==> src/hdl/glob_regs_pkg.sv <==
package glob_regs_pkg;

    // ------------------------------------------------------------
    // register indices (byte address is four times the index)
    // ------------------------------------------------------------
    localparam logic [5:0] IDX_CTRL       = 6'h02;
    localparam logic [5:0] IDX_TESTER     = 6'h03;
    localparam logic [5:0] IDX_SER_CLK    = 6'h04;
    localparam logic [5:0] IDX_REF_CLK    = 6'h05;
    localparam logic [5:0] IDX_SER_IEN    = 6'h06;
    localparam logic [5:0] IDX_SER_IST    = 6'h07;
    localparam logic [5:0] IDX_ETH_IEN    = 6'h08;
    localparam logic [5:0] IDX_ETH_IST    = 6'h09;
    localparam logic [5:0] IDX_Q_IEN      = 6'h0A;
    localparam logic [5:0] IDX_Q_IST      = 6'h0B;

    // ------------------------------------------------------------
    // field positions
    // ------------------------------------------------------------
    localparam int BIT_SOFT_RST   = 0;
    localparam int BIT_IDLE_MODE  = 1;
    localparam int BIT_ATTACH     = 0;
    localparam int BIT_RX_CLK     = 4;
    localparam int BIT_TX_CLK     = 0;
    localparam int BIT_REF_CLK    = 1;
    localparam int BIT_SYS_CLK    = 0;
    localparam int BIT_SER_TX     = 4;
    localparam int BIT_SER_RX     = 0;
    localparam int BIT_ETH        = 0;
    localparam int BIT_TXQ        = 4;
    localparam int BIT_RXQ        = 0;

    // ------------------------------------------------------------
    // reset values and timing
    // ------------------------------------------------------------
    localparam logic [7:0] REG_RESET  = 8'h00;
    localparam int  CLK_PERIOD_NS     = 50;
    localparam int  SOFT_RST_MIN_NS   = 100;
    localparam int  SOFT_RST_CYCLES   =
        (SOFT_RST_MIN_NS + CLK_PERIOD_NS - 1) / CLK_PERIOD_NS;

    typedef enum logic [1:0] {
        BUS_IDLE = 2'b01,
        BUS_ACK  = 2'b10
    } bus_state_t;

    function automatic logic [7:0] byte_addr(input logic [5:0] idx);
        byte_addr = {idx, 2'b00};
    endfunction : byte_addr

endpackage : glob_regs_pkg

==> src/hdl/global_status_interrupt_regs.sv <==
`timescale 1ns/1ps
`default_nettype none

// What this block does
// tester attach bit 0 of register 03h connects tester to serial port 1
// attached: pattern generator drives serial tx, serial rx feeds checker
// attached: normal ethernet to serial data transfer is suspended
// attach overrides existing connection; clearing it restores connection
// in hardware mode the tester is unavailable and attach has no effect
// serial rx clock activity sets 04h bit 4, cleared by read
// serial tx clock activity sets 04h bit 0, cleared by read
// reference clock activity sets 05h bit 1, cleared by read
// system clock activity sets 05h bit 0, cleared by read
// 06h bit 4 enables serial tx interrupt status
// 06h bit 0 enables serial rx interrupt status
// 07h bit 4 set while serial tx path has enabled event
// 07h bit 0 set while serial rx path has enabled event
// 08h bit 0 enables ethernet status summary interrupt
// ethernet status bit 0 set while mac or mii port has event
// queue enable bit 4 enables tx queue status interrupt
// queue enable bit 0 enables rx queue status interrupt
// queue threshold crossings and overflows raise tx bit 4, rx bit 0
// interrupt pin drives low when active; idle high or floating
// soft reset bit clears all registers but itself, held 100 ns
// interrupt active while any enabled status bit is set
// one synchronised edge of a monitored clock sets its activity bit
module global_status_interrupt_regs (
    input  wire logic        ref_clk,
    input  wire logic        nrst,
    // avalon-mm slave
    input  wire logic [7:0]  avs_address,
    input  wire logic        avs_read,
    input  wire logic        avs_write,
    input  wire logic [31:0] avs_writedata,
    input  wire logic [3:0]  avs_byteenable,
    output logic      [31:0] avs_readdata,
    output logic             avs_waitrequest,
    // pins
    input  wire logic        hw_mode_pin,
    input  wire logic        rx_serial_clk_pin,
    input  wire logic        tx_serial_clk_pin,
    input  wire logic        reference_clk_pin,
    input  wire logic        system_clock_in,
    input  wire logic        serial_rx_data_pin,
    output logic             serial_tx_data,
    output logic             irq_pin_out,
    output logic             irq_pin_oe,
    // data path
    input  wire logic        norm_tx_data,
    output logic             norm_rx_data,
    input  wire logic        pattern_gen_data,
    output logic             pattern_chk_data,
    output logic             path_suspend,
    // event sources
    input  wire logic        serial_tx_event,
    input  wire logic        serial_rx_event,
    input  wire logic        ethernet_event,
    input  wire logic        txq_threshold,
    input  wire logic        txq_overflow,
    input  wire logic        rxq_threshold,
    input  wire logic        rxq_overflow,
    output logic             soft_reset
);

    // ------------------------------------------------------------
    // pin synchronisers
    // ------------------------------------------------------------
    localparam int NSYNC = 6;
    logic [NSYNC-1:0] pin_raw;
    logic [NSYNC-1:0] s1_q;
    logic [NSYNC-1:0] s2_q;
    logic [NSYNC-1:0] s3_q;
    logic [NSYNC-1:0] pin_edge;

    assign pin_raw = {serial_rx_data_pin, hw_mode_pin, system_clock_in,
                      reference_clk_pin, tx_serial_clk_pin,
                      rx_serial_clk_pin};

    // one process for all stages keeps each vector single-driven
    always_ff @(posedge ref_clk or negedge nrst) begin
        if (!nrst) begin
            s1_q <= '0;
            s2_q <= '0;
            s3_q <= '0;
        end else begin
            s1_q <= pin_raw;
            s2_q <= s1_q;
            s3_q <= s2_q;
        end
    end
    // only the second and third stages are compared
    assign pin_edge = s2_q ^ s3_q;

    // a change only counts once stages two and three agree
    logic hw_mode_q;
    logic ser_rx_q;
    always_ff @(posedge ref_clk or negedge nrst) begin
        if (!nrst) begin
            hw_mode_q <= 1'b0;
            ser_rx_q  <= 1'b1;
        end else begin
            if (!pin_edge[4]) begin
                hw_mode_q <= s3_q[4];
            end
            if (!pin_edge[5]) begin
                ser_rx_q <= s3_q[5];
            end
        end
    end

    // ------------------------------------------------------------
    // bus handshake
    // ------------------------------------------------------------
    glob_regs_pkg::bus_state_t bus_q;
    logic       acc;
    logic       rd_acc;
    logic       wr_acc;
    logic [5:0] idx;
    logic       aligned;

    // one wait cycle: request taken at the second edge
    assign avs_waitrequest = (avs_read | avs_write)
                          && (bus_q != glob_regs_pkg::BUS_ACK);
    assign acc     = (avs_read | avs_write)
                  && (bus_q == glob_regs_pkg::BUS_ACK);
    assign aligned = (avs_address[1:0] == 2'b00);
    assign idx     = avs_address[7:2];
    assign rd_acc  = acc && avs_read && aligned;
    assign wr_acc  = acc && avs_write && aligned && avs_byteenable[0];

    always_ff @(posedge ref_clk or negedge nrst) begin
        if (!nrst) begin
            bus_q <= glob_regs_pkg::BUS_IDLE;
        end else if (bus_q == glob_regs_pkg::BUS_ACK) begin
            bus_q <= glob_regs_pkg::BUS_IDLE;
        end else if (avs_read | avs_write) begin
            bus_q <= glob_regs_pkg::BUS_ACK;
        end
    end

    function automatic logic hit(input logic       en,
                                 input logic [5:0] a,
                                 input logic [5:0] r);
        hit = en && (a == r);
    endfunction : hit

    // ------------------------------------------------------------
    // soft reset
    // ------------------------------------------------------------
    localparam int RCW = $clog2(glob_regs_pkg::SOFT_RST_CYCLES + 1);
    localparam logic [RCW-1:0] RST_CNT =
        RCW'(glob_regs_pkg::SOFT_RST_CYCLES);
    logic           soft_rst_q;
    logic [RCW-1:0] rst_cnt_q;

    always_ff @(posedge ref_clk or negedge nrst) begin
        if (!nrst) begin
            soft_rst_q <= 1'b0;
        end else if (hit(wr_acc, idx, glob_regs_pkg::IDX_CTRL)) begin
            soft_rst_q <= avs_writedata[glob_regs_pkg::BIT_SOFT_RST];
        end
    end

    // internal reset is stretched to the minimum width
    always_ff @(posedge ref_clk or negedge nrst) begin
        if (!nrst) begin
            rst_cnt_q <= '0;
        end else if (soft_rst_q) begin
            rst_cnt_q <= RST_CNT;
        end else if (rst_cnt_q != '0) begin
            rst_cnt_q <= rst_cnt_q - RCW'(1);
        end
    end
    assign soft_reset = soft_rst_q || (rst_cnt_q != '0);

    // ------------------------------------------------------------
    // control and enable registers
    // ------------------------------------------------------------
    logic idle_float_q;
    logic attach_q;
    logic ser_tx_en_q;
    logic ser_rx_en_q;
    logic eth_en_q;
    logic txq_en_q;
    logic rxq_en_q;
    logic [7:0] wd;
    assign wd = avs_writedata[7:0];

    always_ff @(posedge ref_clk or negedge nrst) begin
        if (!nrst) begin
            idle_float_q <= 1'b0;
            attach_q     <= 1'b0;
            ser_tx_en_q  <= 1'b0;
            ser_rx_en_q  <= 1'b0;
            eth_en_q     <= 1'b0;
            txq_en_q     <= 1'b0;
            rxq_en_q     <= 1'b0;
        end else if (soft_reset) begin
            idle_float_q <= 1'b0;
            attach_q     <= 1'b0;
            ser_tx_en_q  <= 1'b0;
            ser_rx_en_q  <= 1'b0;
            eth_en_q     <= 1'b0;
            txq_en_q     <= 1'b0;
            rxq_en_q     <= 1'b0;
        end else if (hit(wr_acc, idx, glob_regs_pkg::IDX_CTRL)) begin
            idle_float_q <= wd[glob_regs_pkg::BIT_IDLE_MODE];
        end else if (hit(wr_acc, idx, glob_regs_pkg::IDX_TESTER)) begin
            attach_q <= wd[glob_regs_pkg::BIT_ATTACH];
        end else if (hit(wr_acc, idx, glob_regs_pkg::IDX_SER_IEN)) begin
            ser_tx_en_q <= wd[glob_regs_pkg::BIT_SER_TX];
            ser_rx_en_q <= wd[glob_regs_pkg::BIT_SER_RX];
        end else if (hit(wr_acc, idx, glob_regs_pkg::IDX_ETH_IEN)) begin
            eth_en_q <= wd[glob_regs_pkg::BIT_ETH];
        end else if (hit(wr_acc, idx, glob_regs_pkg::IDX_Q_IEN)) begin
            txq_en_q <= wd[glob_regs_pkg::BIT_TXQ];
            rxq_en_q <= wd[glob_regs_pkg::BIT_RXQ];
        end
    end

    // ------------------------------------------------------------
    // clock activity latches, set wins over clear-on-read
    // ------------------------------------------------------------
    logic [3:0] seen_q;
    logic       rd_ser_clk;
    logic       rd_ref_clk;
    assign rd_ser_clk = hit(rd_acc, idx, glob_regs_pkg::IDX_SER_CLK);
    assign rd_ref_clk = hit(rd_acc, idx, glob_regs_pkg::IDX_REF_CLK);

    always_ff @(posedge ref_clk or negedge nrst) begin
        if (!nrst) begin
            seen_q <= 4'h0;
        end else if (soft_reset) begin
            seen_q <= 4'h0;
        end else begin
            seen_q[0] <= pin_edge[0] | (seen_q[0] & ~rd_ser_clk);
            seen_q[1] <= pin_edge[1] | (seen_q[1] & ~rd_ser_clk);
            seen_q[2] <= pin_edge[2] | (seen_q[2] & ~rd_ref_clk);
            seen_q[3] <= pin_edge[3] | (seen_q[3] & ~rd_ref_clk);
        end
    end

    // ------------------------------------------------------------
    // interrupt status
    // ------------------------------------------------------------
    // serial and ethernet status follow their source summaries
    logic ser_tx_st_q;
    logic ser_rx_st_q;
    logic eth_st_q;
    logic txq_st_q;
    logic rxq_st_q;
    logic rd_q_st;
    assign rd_q_st = hit(rd_acc, idx, glob_regs_pkg::IDX_Q_IST);

    always_ff @(posedge ref_clk or negedge nrst) begin
        if (!nrst) begin
            ser_tx_st_q <= 1'b0;
            ser_rx_st_q <= 1'b0;
            eth_st_q    <= 1'b0;
        end else if (soft_reset) begin
            ser_tx_st_q <= 1'b0;
            ser_rx_st_q <= 1'b0;
            eth_st_q    <= 1'b0;
        end else begin
            ser_tx_st_q <= serial_tx_event;
            ser_rx_st_q <= serial_rx_event;
            eth_st_q    <= ethernet_event;
        end
    end

    // queue events are pulses, so they are held until read
    always_ff @(posedge ref_clk or negedge nrst) begin
        if (!nrst) begin
            txq_st_q <= 1'b0;
            rxq_st_q <= 1'b0;
        end else if (soft_reset) begin
            txq_st_q <= 1'b0;
            rxq_st_q <= 1'b0;
        end else begin
            txq_st_q <= txq_threshold | txq_overflow
                      | (txq_st_q & ~rd_q_st);
            rxq_st_q <= rxq_threshold | rxq_overflow
                      | (rxq_st_q & ~rd_q_st);
        end
    end

    // ------------------------------------------------------------
    // interrupt pin
    // ------------------------------------------------------------
    logic irq_act;
    assign irq_act = (ser_tx_st_q & ser_tx_en_q)
                   | (ser_rx_st_q & ser_rx_en_q)
                   | (eth_st_q & eth_en_q)
                   | (txq_st_q & txq_en_q)
                   | (rxq_st_q & rxq_en_q);

    always_ff @(posedge ref_clk or negedge nrst) begin
        if (!nrst) begin
            irq_pin_out <= 1'b1;
            irq_pin_oe  <= 1'b1;
        end else begin
            irq_pin_out <= ~irq_act;
            irq_pin_oe  <= irq_act | ~idle_float_q;
        end
    end

    // ------------------------------------------------------------
    // tester routing
    // ------------------------------------------------------------
    // the normal connection is never torn down, only bypassed, so
    // clearing attach brings it straight back
    logic attached;
    assign attached = attach_q & ~hw_mode_q;

    always_ff @(posedge ref_clk or negedge nrst) begin
        if (!nrst) begin
            serial_tx_data   <= 1'b1;
            pattern_chk_data <= 1'b1;
            norm_rx_data     <= 1'b1;
            path_suspend     <= 1'b0;
        end else begin
            serial_tx_data   <= attached ? pattern_gen_data
                                         : norm_tx_data;
            pattern_chk_data <= attached ? ser_rx_q : 1'b1;
            norm_rx_data     <= attached ? 1'b1 : ser_rx_q;
            path_suspend     <= attached;
        end
    end

    // ------------------------------------------------------------
    // read data
    // ------------------------------------------------------------
    logic [7:0] rd_mux;
    always_comb begin
        rd_mux = 8'h00;
        if (idx == glob_regs_pkg::IDX_CTRL) begin
            rd_mux[glob_regs_pkg::BIT_SOFT_RST]  = soft_rst_q;
            rd_mux[glob_regs_pkg::BIT_IDLE_MODE] = idle_float_q;
        end else if (idx == glob_regs_pkg::IDX_TESTER) begin
            rd_mux[glob_regs_pkg::BIT_ATTACH] = attach_q;
        end else if (idx == glob_regs_pkg::IDX_SER_CLK) begin
            rd_mux[glob_regs_pkg::BIT_RX_CLK] = seen_q[0];
            rd_mux[glob_regs_pkg::BIT_TX_CLK] = seen_q[1];
        end else if (idx == glob_regs_pkg::IDX_REF_CLK) begin
            rd_mux[glob_regs_pkg::BIT_REF_CLK] = seen_q[2];
            rd_mux[glob_regs_pkg::BIT_SYS_CLK] = seen_q[3];
        end else if (idx == glob_regs_pkg::IDX_SER_IEN) begin
            rd_mux[glob_regs_pkg::BIT_SER_TX] = ser_tx_en_q;
            rd_mux[glob_regs_pkg::BIT_SER_RX] = ser_rx_en_q;
        end else if (idx == glob_regs_pkg::IDX_SER_IST) begin
            rd_mux[glob_regs_pkg::BIT_SER_TX] = ser_tx_st_q;
            rd_mux[glob_regs_pkg::BIT_SER_RX] = ser_rx_st_q;
        end else if (idx == glob_regs_pkg::IDX_ETH_IEN) begin
            rd_mux[glob_regs_pkg::BIT_ETH] = eth_en_q;
        end else if (idx == glob_regs_pkg::IDX_ETH_IST) begin
            rd_mux[glob_regs_pkg::BIT_ETH] = eth_st_q;
        end else if (idx == glob_regs_pkg::IDX_Q_IEN) begin
            rd_mux[glob_regs_pkg::BIT_TXQ] = txq_en_q;
            rd_mux[glob_regs_pkg::BIT_RXQ] = rxq_en_q;
        end else if (idx == glob_regs_pkg::IDX_Q_IST) begin
            rd_mux[glob_regs_pkg::BIT_TXQ] = txq_st_q;
            rd_mux[glob_regs_pkg::BIT_RXQ] = rxq_st_q;
        end
        if (!aligned) begin
            rd_mux = 8'h00;
        end
    end
    assign avs_readdata = {24'h000000, rd_mux};

    // ------------------------------------------------------------
    // checks
    // ------------------------------------------------------------
    a_attach_route: assert property (
        @(posedge ref_clk) disable iff (!nrst)
        attached |=> serial_tx_data == $past(pattern_gen_data))
        else $error("tester pattern not routed to serial tx");

    a_path_suspend: assert property (
        @(posedge ref_clk) disable iff (!nrst)
        attached |=> path_suspend && norm_rx_data)
        else $error("normal path not suspended while attached");

    a_hw_mode_block: assert property (
        @(posedge ref_clk) disable iff (!nrst)
        hw_mode_q |=> !path_suspend)
        else $error("tester attached in hardware mode");

    a_rx_seen_set: assert property (
        @(posedge ref_clk) disable iff (!nrst || soft_reset)
        pin_edge[0] |=> seen_q[0])
        else $error("rx clock edge did not set activity bit");

    a_cor_clear: assert property (
        @(posedge ref_clk) disable iff (!nrst)
        rd_ref_clk && !pin_edge[3] |=> !seen_q[3])
        else $error("system clock bit not cleared by read");

    a_queue_hold: assert property (
        @(posedge ref_clk) disable iff (!nrst || soft_reset)
        txq_overflow ##1 !rd_q_st [*3] |-> txq_st_q)
        else $error("tx queue status lost before read");

    a_irq_drive: assert property (
        @(posedge ref_clk) disable iff (!nrst)
        (eth_st_q && eth_en_q) |=> irq_pin_oe && !irq_pin_out)
        else $error("enabled ethernet status did not drive pin");

    a_pin_float: assert property (
        @(posedge ref_clk) disable iff (!nrst)
        !irq_act && idle_float_q |=> !irq_pin_oe)
        else $error("idle pin driven in float mode");

    a_rst_width: assert property (
        @(posedge ref_clk) disable iff (!nrst)
        $fell(soft_rst_q) |-> soft_reset [*2])
        else $error("soft reset shorter than minimum");

    a_wait_one: assert property (
        @(posedge ref_clk) disable iff (!nrst)
        $rose(avs_read) |-> avs_waitrequest ##1 !avs_waitrequest)
        else $error("read not answered after one wait cycle");

endmodule : global_status_interrupt_regs

`default_nettype wire

==> config.mk <==
export PLATFORM = sky130hd
export DESIGN_NAME = global_status_interrupt_regs
export DESIGN_NICKNAME = d
export VERILOG_FILES = /design/src/hdl/glob_regs_pkg.sv /design/src/hdl/global_status_interrupt_regs.sv
export SDC_FILE = /design/constraint.sdc
export NUM_CORES = 1
export LEC_CHECK = 0
export ABC_AREA = 1
export BUFFER_PORTS_ARGS = -buffer_cell sky130_fd_sc_hd__buf_2
export CAP_MARGIN = 20
export CORE_MARGIN = 2
export CORE_UTILIZATION = 51
export CTS_BUF_LIST = sky130_fd_sc_hd__clkbuf_2 sky130_fd_sc_hd__clkbuf_4 sky130_fd_sc_hd__clkbuf_8
export CTS_CLUSTER_DIAMETER = 200
export DETAILED_ROUTE_END_ITERATION = 8
export PLACE_DENSITY = 0.87
export SETUP_SLACK_MARGIN = 0.5
export SKIP_CTS_REPAIR_TIMING = 1
export SYNTH_ARGS = -nofsm -noshare
export SYNTH_HDL_FRONTEND = slang
export SYNTH_SLANG_ARGS = --single-unit
==> constraint.sdc <==
create_clock -name ref_clk -period 2.9 [get_ports ref_clk]
set_input_delay 0.58 -clock ref_clk [delete_from_list [all_inputs] [get_ports ref_clk]]
set_output_delay 0.58 -clock ref_clk [all_outputs]
set_load 0.01 [all_outputs]
## Word-level counts from Yosys, hierarchy flattened

Index checks and enable logic that the tools add are counted.

- Bitwise gates (word level): 33
- Add/subtract/negate cells: 1
- Equal/unequal tests: 16
- Reduce and logical (&&, ||, !) cells: 29
- Mux-type cells: 67

Operators with widths:

| kind | number |
|---|---|
| $mux W1 | 60 |
| $eq A6 B3 Y1 const B | 4 |
| $eq A6 B4 Y1 const B | 4 |
| $reduce_bool A2 Y1 | 8 |
| $logic_and A1 B1 Y1 | 15 |
| $or A1 B1 Y1 | 14 |
| $and A1 B1 Y1 | 12 |
| $eq A6 B2 Y1 const B | 2 |
| $mux W2 | 5 |
| $ne A2 B2 Y1 const B | 5 |
| $not A1 Y1 | 6 |
| $xor A6 B6 Y6 | 1 |
| $mux W5 | 1 |
| $reduce_and A5 Y1 | 1 |
| $mux W4 | 1 |
| $reduce_and A4 Y1 | 1 |
| $reduce_and A3 Y1 | 1 |
| $eq A2 B2 Y1 const B | 1 |
| $logic_not A2 Y1 | 1 |
| $reduce_and A2 Y1 | 1 |
| $sub A2 B1 Y2 const B | 1 |
| $logic_or A1 B1 Y1 | 1 |

- Bits of input ports: 63
- Bits in registers: 47
- Word-level logic and storage cells: 173
- Output and inout bits: 40

## Depth between registers and ports, before layout

Gate-level depths: netlist of the first run.

- Word-level depth: 12
- Depth in mapped cells: 9
- Mapped depth without buffers: 9

## Worst setup path before layout of the first run

No wires, ideal clock.

- Path type: input-to-output
- Start: input avs_address[4]
- End: output avs_readdata[0]
- Stages: 9
- Data required time: 2320 ps
- Setup slack: 897 ps
- Path buffers: 0
- Arrival: 1423 ps
- Cells stage by stage: inv_1 -> nand2_1 -> nor2_4 -> nand2_1 -> or2_0 -> nand2_1 -> nand4_1 -> nand2_1 -> a21oi_1

- Word-level cells in the longest chain between the ends: 12
- Elaborated cells between the ends (all ways): 21
- Classes of those cells: eq/ne: 10; mux: 11

RTL lines:

| what | RTL line | source |
|---|---|---|
| from (decl) | global_status_interrupt_regs.sv:31 | `input wire logic [7:0] avs_address,` |
| $eq A6 B4 Y1 | global_status_interrupt_regs.sv:360 | `end else if (idx == glob_regs_pkg::IDX_Q_IST) begin` |
| $mux W1 | global_status_interrupt_regs.sv:360 |  |
| $mux W1 | global_status_interrupt_regs.sv:357 | `end else if (idx == glob_regs_pkg::IDX_Q_IEN) begin` |
| $mux W1 | global_status_interrupt_regs.sv:355 | `end else if (idx == glob_regs_pkg::IDX_ETH_IST) begin` |
| $mux W1 | global_status_interrupt_regs.sv:353 | `end else if (idx == glob_regs_pkg::IDX_ETH_IEN) begin` |
| $mux W1 | global_status_interrupt_regs.sv:350 | `end else if (idx == glob_regs_pkg::IDX_SER_IST) begin` |
| $mux W1 | global_status_interrupt_regs.sv:347 | `end else if (idx == glob_regs_pkg::IDX_SER_IEN) begin` |
| $mux W1 | global_status_interrupt_regs.sv:344 | `end else if (idx == glob_regs_pkg::IDX_REF_CLK) begin` |
| $mux W1 | global_status_interrupt_regs.sv:341 | `end else if (idx == glob_regs_pkg::IDX_SER_CLK) begin` |
| $mux W1 | global_status_interrupt_regs.sv:339 | `end else if (idx == glob_regs_pkg::IDX_TESTER) begin` |
| $mux W2 (*) | global_status_interrupt_regs.sv:336 | `if (idx == glob_regs_pkg::IDX_CTRL) begin` |
| $mux W5 (*) | global_status_interrupt_regs.sv:364 | `if (!aligned) begin` |
| to (decl) | global_status_interrupt_regs.sv:36 | `output logic [31:0] avs_readdata,` |

Mark *: on every way between the ends. The rest lies on a longest branch, timed or not.

## Worst setup path after layout of the first run

- Start: input avs_address[7]
- End: output avs_readdata[0]

The elaborated chain is that of the path after synthesis.

==> results of run 1 <==
==> stage by stage <==
stage          setup WS, ns  hold slack (ns)  power (mW)
2_1_floorplan         0.897            0.284       0.851
3_3_place_gp          0.548            0.332       0.875
3_5_place_dp          0.530            0.336       0.885
4_1_cts               0.525            0.358        1.29
5_1_grt               0.470            0.149        1.36
6_report              0.578            0.146        1.29
==> layout by cell type, fill, tap and decap left out <==
cell type,n
sky130_fd_sc_hd__inv_2,6
sky130_fd_sc_hd__nand3_2,1
sky130_fd_sc_hd__maj3_1,2
sky130_fd_sc_hd__conb_1,29
sky130_fd_sc_hd__o21ai_2,1
sky130_fd_sc_hd__inv_1,19
sky130_fd_sc_hd__o211ai_1,1
sky130_fd_sc_hd__buf_4,4
sky130_fd_sc_hd__xnor2_1,4
sky130_fd_sc_hd__nand3_1,11
sky130_fd_sc_hd__clkinvlp_4,2
sky130_fd_sc_hd__nor2_2,4
sky130_fd_sc_hd__buf_12,1
sky130_fd_sc_hd__buf_2,41
sky130_fd_sc_hd__clkbuf_8,5
sky130_fd_sc_hd__a21oi_1,12
sky130_fd_sc_hd__or2_0,1
sky130_fd_sc_hd__o21ai_1,5
sky130_fd_sc_hd__nor2_1,25
sky130_fd_sc_hd__a21boi_0,1
sky130_fd_sc_hd__nor3_2,2
sky130_fd_sc_hd__a31oi_1,1
sky130_fd_sc_hd__nor3_1,1
sky130_fd_sc_hd__o21ai_0,5
sky130_fd_sc_hd__inv_6,2
sky130_fd_sc_hd__dfstp_2,7
sky130_fd_sc_hd__dfrtp_1,40
sky130_fd_sc_hd__nand2_1,39
sky130_fd_sc_hd__nand2_2,2
sky130_fd_sc_hd__nor2_4,5
sky130_fd_sc_hd__ha_1,1
sky130_fd_sc_hd__nand4_1,4
sky130_fd_sc_hd__a221oi_1,1
==> how the worst max path moves through the flow <==
stage                     slack [ns]               to  cells past startpoint           start
after global routing            0.47  avs_readdata[0]                     10  avs_address[3]
after detailed placement        0.53  avs_readdata[0]                      7  avs_address[7]
after global placement          0.55  avs_readdata[0]                     11  avs_address[4]
after floorplan                 0.90  avs_readdata[0]                      9  avs_address[4]
final                           0.58  avs_readdata[0]                      7  avs_address[7]
after CTS                       0.53  avs_readdata[0]                      7  avs_address[7]
==> layout make-up <==
cell class,instances,area [sq um]
Fill cell,340,1550
Clock buffer,5,68.8
Clock inverter,3,25.0
Timing Repair Buffer,46,255
Sequential cell,47,1180
Tap cell,50,62.6
Multi-Input combinational cell,158,781
Inverter,26,101
==> worst max-delay path: cells and delay by family <==
family,cells,cell delay (ns)
buffers and inverters,2,0.28
AO/OA/AOI/OAI,2,0.34
AND/OR/NAND/NOR,3,0.53
==> flip-flops by register name, summed over array words and instances (netlist names), 2 cells and up <==
register,flops
rst_cnt_q,2
s2_q,6
s3_q,6
s1_q,6
bus_q,2
seen_q,4
==> power by group through the flow <==
| stage | Clock [mW] | Combinational [mW] | Sequential (mW) |
|---|---|---|---|
| finish | 0.406 | 0.163 | 0.717 |
| global route | 0.452 | 0.183 | 0.722 |
| CTS | 0.420 | 0.155 | 0.718 |
| detailed placement | 0 | 0.155 | 0.730 |
| global placement | 0 | 0.149 | 0.727 |
| floorplan | 0 | 0.124 | 0.727 |
==> routing by layer <==
metal	vias to the layer above	routed length, um
met5	-	0
met4	0	51
met3	8	284
met2	65	2050
met1	732	1760
li1	774	-
==> cells by family (layout without fill, tap and decap cells) <==
kind of cell	count (synthesis)	after routing	synth area share
other	1	29	0.00174
XOR/XNOR	4	4	0.0162
AO/OA/AOI/OAI	27	27	0.0690
adder cells (fa/ha/maj)	3	3	0.0151
buffers and inverters	56	80	0.148
AND/OR/NAND/NOR	95	95	0.201
flip-flops	47	47	0.549
==> results summary, run 1 <==
The met1 usage in global routing is 0.226. The synthesized area per cell came out at between 9 and 10 sq um. Of all flip-flops after synthesis, the portion carrying an async set or reset was 1.00. In the final routed layout, each cell accounts on average for about 12 um. Measured in cells, the most critical reg-to-reg path has a length of 9. From synthesis to final layout, the design area changed by 14.9%.

The placeable core region came out at 4030 sq um. The run finished with clean final reports. The number of antenna violations at the first check in global routing is 0.

The power density normalized to cell area is a little over 500 nW/um^2. For this run the aggregate overflow at the end of global routing stands at 0. The analysis attributes to cell leakage a power of approximately 1.2 nW. The met3 track demand over resource in global routing came out at 0.0453.

Once layout is complete, the cells apart from fillers number 335. The synthesis-stage register bit count came out at between 40 and 50. Routability-driven placement finished with a final weighted congestion of 0.888.

The total instance count after detailed placement is 322. The post-route clock skew came out at just under 0.01 ns. The combined global-route utilization of all metal layers came out at 0.180. After technology mapping, the gate count stands at around 230. The tool flagged a number of max-cap violations equal to 0. The final setup violation count is 0. The number of different library cells used by synthesis comes to 28. The slack of the worst reg-to-reg path is 1.08 ns. The half-perimeter wire length after placement is 3.08 mm. For this design the total switching power over the nets is roughly 0.36 mW. The wire length reported by the detailed router is around 4.1 mm. The insertion delay of the later-clocked pin in the worst-skew pair is roughly 0.3 ns. The number of routed nets with antenna violations came out at 0. TritonCTS built the clock tree.

The finished cells cover 2480 sq um. At the worst endpoint, the arrival time is around 1.7 ns. The class of the tightest hold or removal check is primary input to async pin. The via total after detailed routing is 1579. The fraction of power consumed by combinational cells came out at 0.127. The die is a little under 70 um wide. The total die area came out at 4770 sq um. Once layout is complete, the utilization of the core stands at 0.615. The total number of nets in the final design is around 350. After synthesis, the cell types taking the most area are sky130_fd_sc_hd__dfrtp_1 46%, sky130_fd_sc_hd__buf_4 10%, sky130_fd_sc_hd__dfstp_2 8.5%. The end of the worst register-to-register path is attach_q$_DFFE_PN0P_. After global routing, the most crowded layer is met2.

The post-route DRC violation count came out at 0. The required time of the critical path came out at 2.32 ns. Of the total power, the share spent switching nets is 0.278. The maximum single-stage delay on the critical path came out at around 0.22 ns. The Yosys step of the flow raised 0 warnings.

between 100 and 150 I/O pins were placed. The starting density of the core is 0.535. Clock tree synthesis selected as its root buffer the cell sky130_fd_sc_hd__clkbuf_8. Of all cell types, the one taking the most synthesized area is sky130_fd_sc_hd__dfrtp_1. STA classifies the critical path endpoint as an output pin.

The internal portion of total power is between 0.9 and 1 mW. Among all stages on the critical path, the largest delay is contributed by sky130_fd_sc_hd__nor3_2. The count of endpoints failing hold in the final timing report is 0. The clock slew at the register clock pins of the worst setup and hold paths is approximately 0.090 ns. The diode insertion count for antenna repair came out at 0. The share of the yosys chip area belonging to registers is 0.549. The placed standard-cell area is 2310 sq um.

The sink count of the clock tree came out at between 40 and 50. The via count of the first global-routing pass came out at 1475. For this block, the initial DRC count from the detailed router was 177.

The fraction of met2 tracks used by global routing came out at 0.295. In this run the number of H-tree levels came out at 2. The worst setup path is launched from a primary input. For this run, the detailed router's first-pass iteration total came to 4. The worst register-to-register path begins at rst_cnt_q[0]$_DFFE_PN0N_. After layout, the minimum clock period comes to between 2 and 2.5 ns. After routing, the total negative slack on setup checks comes to 0 ns. The detailed-route vias per instance came out at roughly 4.7.

The peak supply drop is around 330 uV. The most repeated cell in the gate-level netlist after synthesis is sky130_fd_sc_hd__nand2_1. Of the post-synthesis cell area, the dominant cell type holds 0.464. The ratio of final minimum period to clock period came out at 0.801. The deepest clock path buffer count came out at 2. The number of enable-type register cells in the synthesized netlist came out at 0. The commonest cells after synthesis are 41 x sky130_fd_sc_hd__nand2_1, 40 x sky130_fd_sc_hd__dfrtp_1, 29 x sky130_fd_sc_hd__buf_4. In the final layout, the share of cells above drive strength 1 is 0.291. In this run, CTS created clock tree buffers numbering 5. The final-report max-slew violation count is 0.

The signal on the critical path passes through buf_2, nor2_4, nand3_1, nor3_2, a21boi_0, a21oi_1, buf_2. The floorplan row count came out at 23. Setup repair after global routing could not meet its margin everywhere. The global-route wire length before repair came out at approximately 6.8 mm. Among the stages of the critical path, the cell type that occurs most often is sky130_fd_sc_hd__buf_2. The part of the power in registers is 0.558. The number of buffers added on ports came out at around 40. In this run the vertical extent of the chip is approximately 69 um. The worst-path maximum fanout is 7. The top achievable clock speed is 431 MHz. The clock group share of total power came out at 0.316. The setup path with the least slack is of type primary input to output pin. The netlist area before placement came out at between 2000 and 2500 sq um. Among all flip-flop cells after synthesis, the most frequent one is sky130_fd_sc_hd__dfrtp_1. The largest net degree at the start of global routing is 48.
Power figures use the tool's default switching activity.
==> run 2, diff against run 1 <==
Settings changed: CORE_UTILIZATION 51 to 48, PLACE_DENSITY 0.87 to 0.82.
Clock period 2.9 ns to 2.2 ns, I/O delays scaled along.
==> run 2 against run 1 <==
Routed wire length rose by 3.2%. Non-clock buffer count rose by 11. Cell count rose by 3.9%. Setup slack got worse by 0.45 ns. Via count rose by 4.3%. Clock power rose by 29%. Worst hold slack got worse by 0.028 ns. Global-route usage fell by 1.9 points. Sequential cell count did not move. First-iteration DRC count fell by 47%. Total power rose by 33%. Sequential share of layout area fell by 3.5 points. Critical path type unchanged. Largest power group unchanged.
==> results summary, run 2 (synthesized netlist as in run 1, its figures left out) <==
The number of top-level design ports was 103 (unchanged). The detailed-route vias per instance came out at 4.73 (+0.41%). Walking the worst path, the cells encountered are clkbuf_4, inv_2, nor2_4, nand3_1, nor2_1, nor2_1, nand4_1, nand2_1, a21oi_2, buf_2. The deepest clock path buffer count came out at 2 (unchanged).

TritonCTS built the clock tree. The insertion delay of the later-clocked pin in the worst-skew pair was 0.30 ns (about the same). The sink count of the clock tree was 47 (unchanged). The post-layout instance area came out at 2680 sq um (+8.0%). The violation count after the first detailed-routing iteration is 93 (-47%). The post-route clock skew came out at 0.00624 ns (-0.00366 ns). The top achievable clock speed is approximately 480 MHz. The max-slew headroom at the worst pin came out at 0.627. The number of buffers added on ports came out at 41 (unchanged). The routed design could run at a clock period as short as 2.07 ns.

The depth of the worst register-to-register path was 9 (unchanged). The post-route DRC violation count is 0 (unchanged). The average wire per cell in the routed design came out at 12.3 um (-0.64%). The overall power after layout came to 1.71 mW (+33%). The peak supply drop came out at 427 uV (+28%). The cell class contributing the biggest share of worst-path delay is simple AND/OR/NAND/NOR gates. The clock buffer count from CTS is 5 (unchanged). The worst setup path is captured at an output pin. By startpoint and endpoint, the worst setup path is classified as primary input to output pin. The largest registers in the layout are s1_q x6, s2_q x6, s3_q x6. The library cells used most frequently in the layout, excluding fill and tap cells, are 40 x sky130_fd_sc_hd__dfrtp_1, 36 x sky130_fd_sc_hd__nand2_1, 34 x sky130_fd_sc_hd__buf_2. The power density normalized to cell area came out at 638 nW/um^2 (+23%). The placeable core region came out at 4350 sq um (+8.1%). The final weighted congestion in routability-driven placement is 0.865 (-2.7%). In this run the critical register-to-register path is captured at ser_rx_en_q$_DFFE_PN0P_. The flow ran to the end, and the final reports show no timing, DRC or antenna violations. The most frequent standard cell in the layout excluding fill and tap cells is sky130_fd_sc_hd__dfrtp_1. The half-perimeter wire length after placement is 3.00 mm (-2.5%). The wire length reported by the detailed router came out at 4.28 mm (+3.2%). Setup repair after global routing could not meet its margin everywhere.

The worst path buffer plus inverter count is 3 (+1). The worst hold slack came out at 0.119 ns (-0.0277 ns). The worst-path maximum fanout is 6 (-1). The static leakage is 1.29 nW (+7.2%). The min-delay analysis places its worst path in the category primary input to async pin. The slack of the worst reg-to-reg path came out at 0.69 ns (-0.39 ns). The beginning of the worst register-to-register path is rst_cnt_q[1]$_DFFE_PN0N_. The ratio of final minimum period to clock period is 0.941.

The max-cap violation count is 0 (unchanged). The total iterations of the first detailed-routing run came out at 4 (unchanged). The critical path arrival came out at 1.63 ns (-0.11 ns). The largest individual stage delay along the critical path comes from the cell sky130_fd_sc_hd__clkbuf_4. The clock slew at the register clock pins of the worst setup and hold paths came out at 0.09 ns (about the same). The total number of nets in the final design was 359 (+3.2%). The maximum single-stage delay on the critical path is 0.19 ns (-0.03 ns). The starting density of the core came to 0.495 (-0.0400). The number of inserted filler cells in the final layout came out at 347 (+2.1%). The via total after detailed routing came out at 1647 (+4.3%). The final setup violation count is 0 (unchanged). The largest net degree at the start of global routing is 25 (-48%).

The count of endpoints failing hold in the final timing report came out at 0 (unchanged). The setup TNS after final layout came to 0 ns (unchanged). The floorplan row count was 24 (+4.3%). The die span in y is 71.0 um (+2.9%).

The worst setup path startpoint is avs_address[3]. The startpoint class of the critical path is a primary input. The final global-route overflow total is 0 (unchanged). The placed standard-cell area came out at 2350 sq um (+1.6%). The number of H-tree levels is 2 (unchanged).

The tree is rooted in a sky130_fd_sc_hd__clkbuf_8. The die span in x came out at 71.0 um (+2.9%). The number of routed nets with antenna violations was 0 (unchanged). The required time of the critical path is 1.76 ns (-0.56 ns). The combined global-route utilization of all metal layers is 0.162 (-0.0186). In this design, the critical path's most frequently occurring cell is sky130_fd_sc_hd__nor2_1. The diode insertion count for antenna repair came to 0 (unchanged). Compared with the post-synthesis result, the final layout area differs by 24.1%. For the pin with the worst max-slew slack, the measured transition is 0.560 ns.

The final-report max-slew violation count is 0 (unchanged). The number of antenna violations at the first check in global routing is 0 (unchanged). The via count of the first global-routing pass came out at 1450 (-1.7%). The total die area is 5050 sq um (+5.9%). The fraction of final layout cells sized beyond drive strength 1 is 0.368 (+0.0770).

The global-route wire length before repair is 6.32 mm (-6.6%).
[run 2: cell types whose count changed in the layout (fill, tap and decap cells not counted), sizes merged]
cell and delta:
buf +10, clkinv +2, clkinvlp -2, clkbuf +1
[run 2: per-layer routing]
metal | vias to the layer above | track usage | wire [um]
li1 | 806 | - | -
met1 | 779 | 0.207 | 1750
met2 | 55 | 0.272 | 2230
met3 | 7 | 0.0399 | 241
met4 | 0 | 0.0503 | 57
met5 | - | 0 | 0
[run 2: final cells by class]
type                            count  area (sq um)  share of cell area
Timing Repair Buffer               57           378               0.141
Inverter                           26           110              0.0411
Multi-Input combinational cell    158           847               0.317
Clock buffer                        5          68.8              0.0257
Clock inverter                      3          22.5             0.00842
Tap cell                           52          65.1              0.0243
Sequential cell                    47          1180               0.443
[run 2: where the power goes]
| group | total [mW] | leakage [nW] | switching [mW] | internal (mW) |
|---|---|---|---|---|
| clock network | 0.523 | 0.0485 | 0.296 | 0.228 |
| registers | 0.944 | 0.575 | 0.0271 | 0.917 |
| logic | 0.240 | 0.666 | 0.148 | 0.0922 |
| total | 1.71 | 1.29 | 0.471 | 1.24 |
[run 2: worst max path at each step]
stage | cells past startpoint | slack (ns) | endpoint
after floorplan | 9 | 0.50 | avs_readdata[0]
after global placement | 11 | 0.12 | avs_readdata[0]
after detailed placement | 7 | 0.07 | avs_readdata[0]
after CTS | 7 | 0.06 | avs_readdata[0]
after global routing | 10 | 0.07 | avs_readdata[0]
final | 10 | 0.13 | avs_readdata[0]
[run 2: worst reg2reg max path, delay by kind of cell, from the launching register on]
kind | cells | cell delay [ns]
simple gates | 3 | 0.45
flops | 1 | 0.40
buf+inv | 4 | 0.35
fa+ha+maj | 1 | 0.15
compound gates | 1 | 0.08
[run 2: per-stage QoR]
step / setup WS, ns / std cells / util
after floorplan: 0.502 / 261 / -
after global placement: 0.119 / 327 / 0.539
after detailed placement: 0.0670 / 327 / 0.539
after CTS: 0.0563 / 335 / 0.560
after global routing: 0.0698 / 348 / 0.615
final: 0.129 / 348 / 0.615
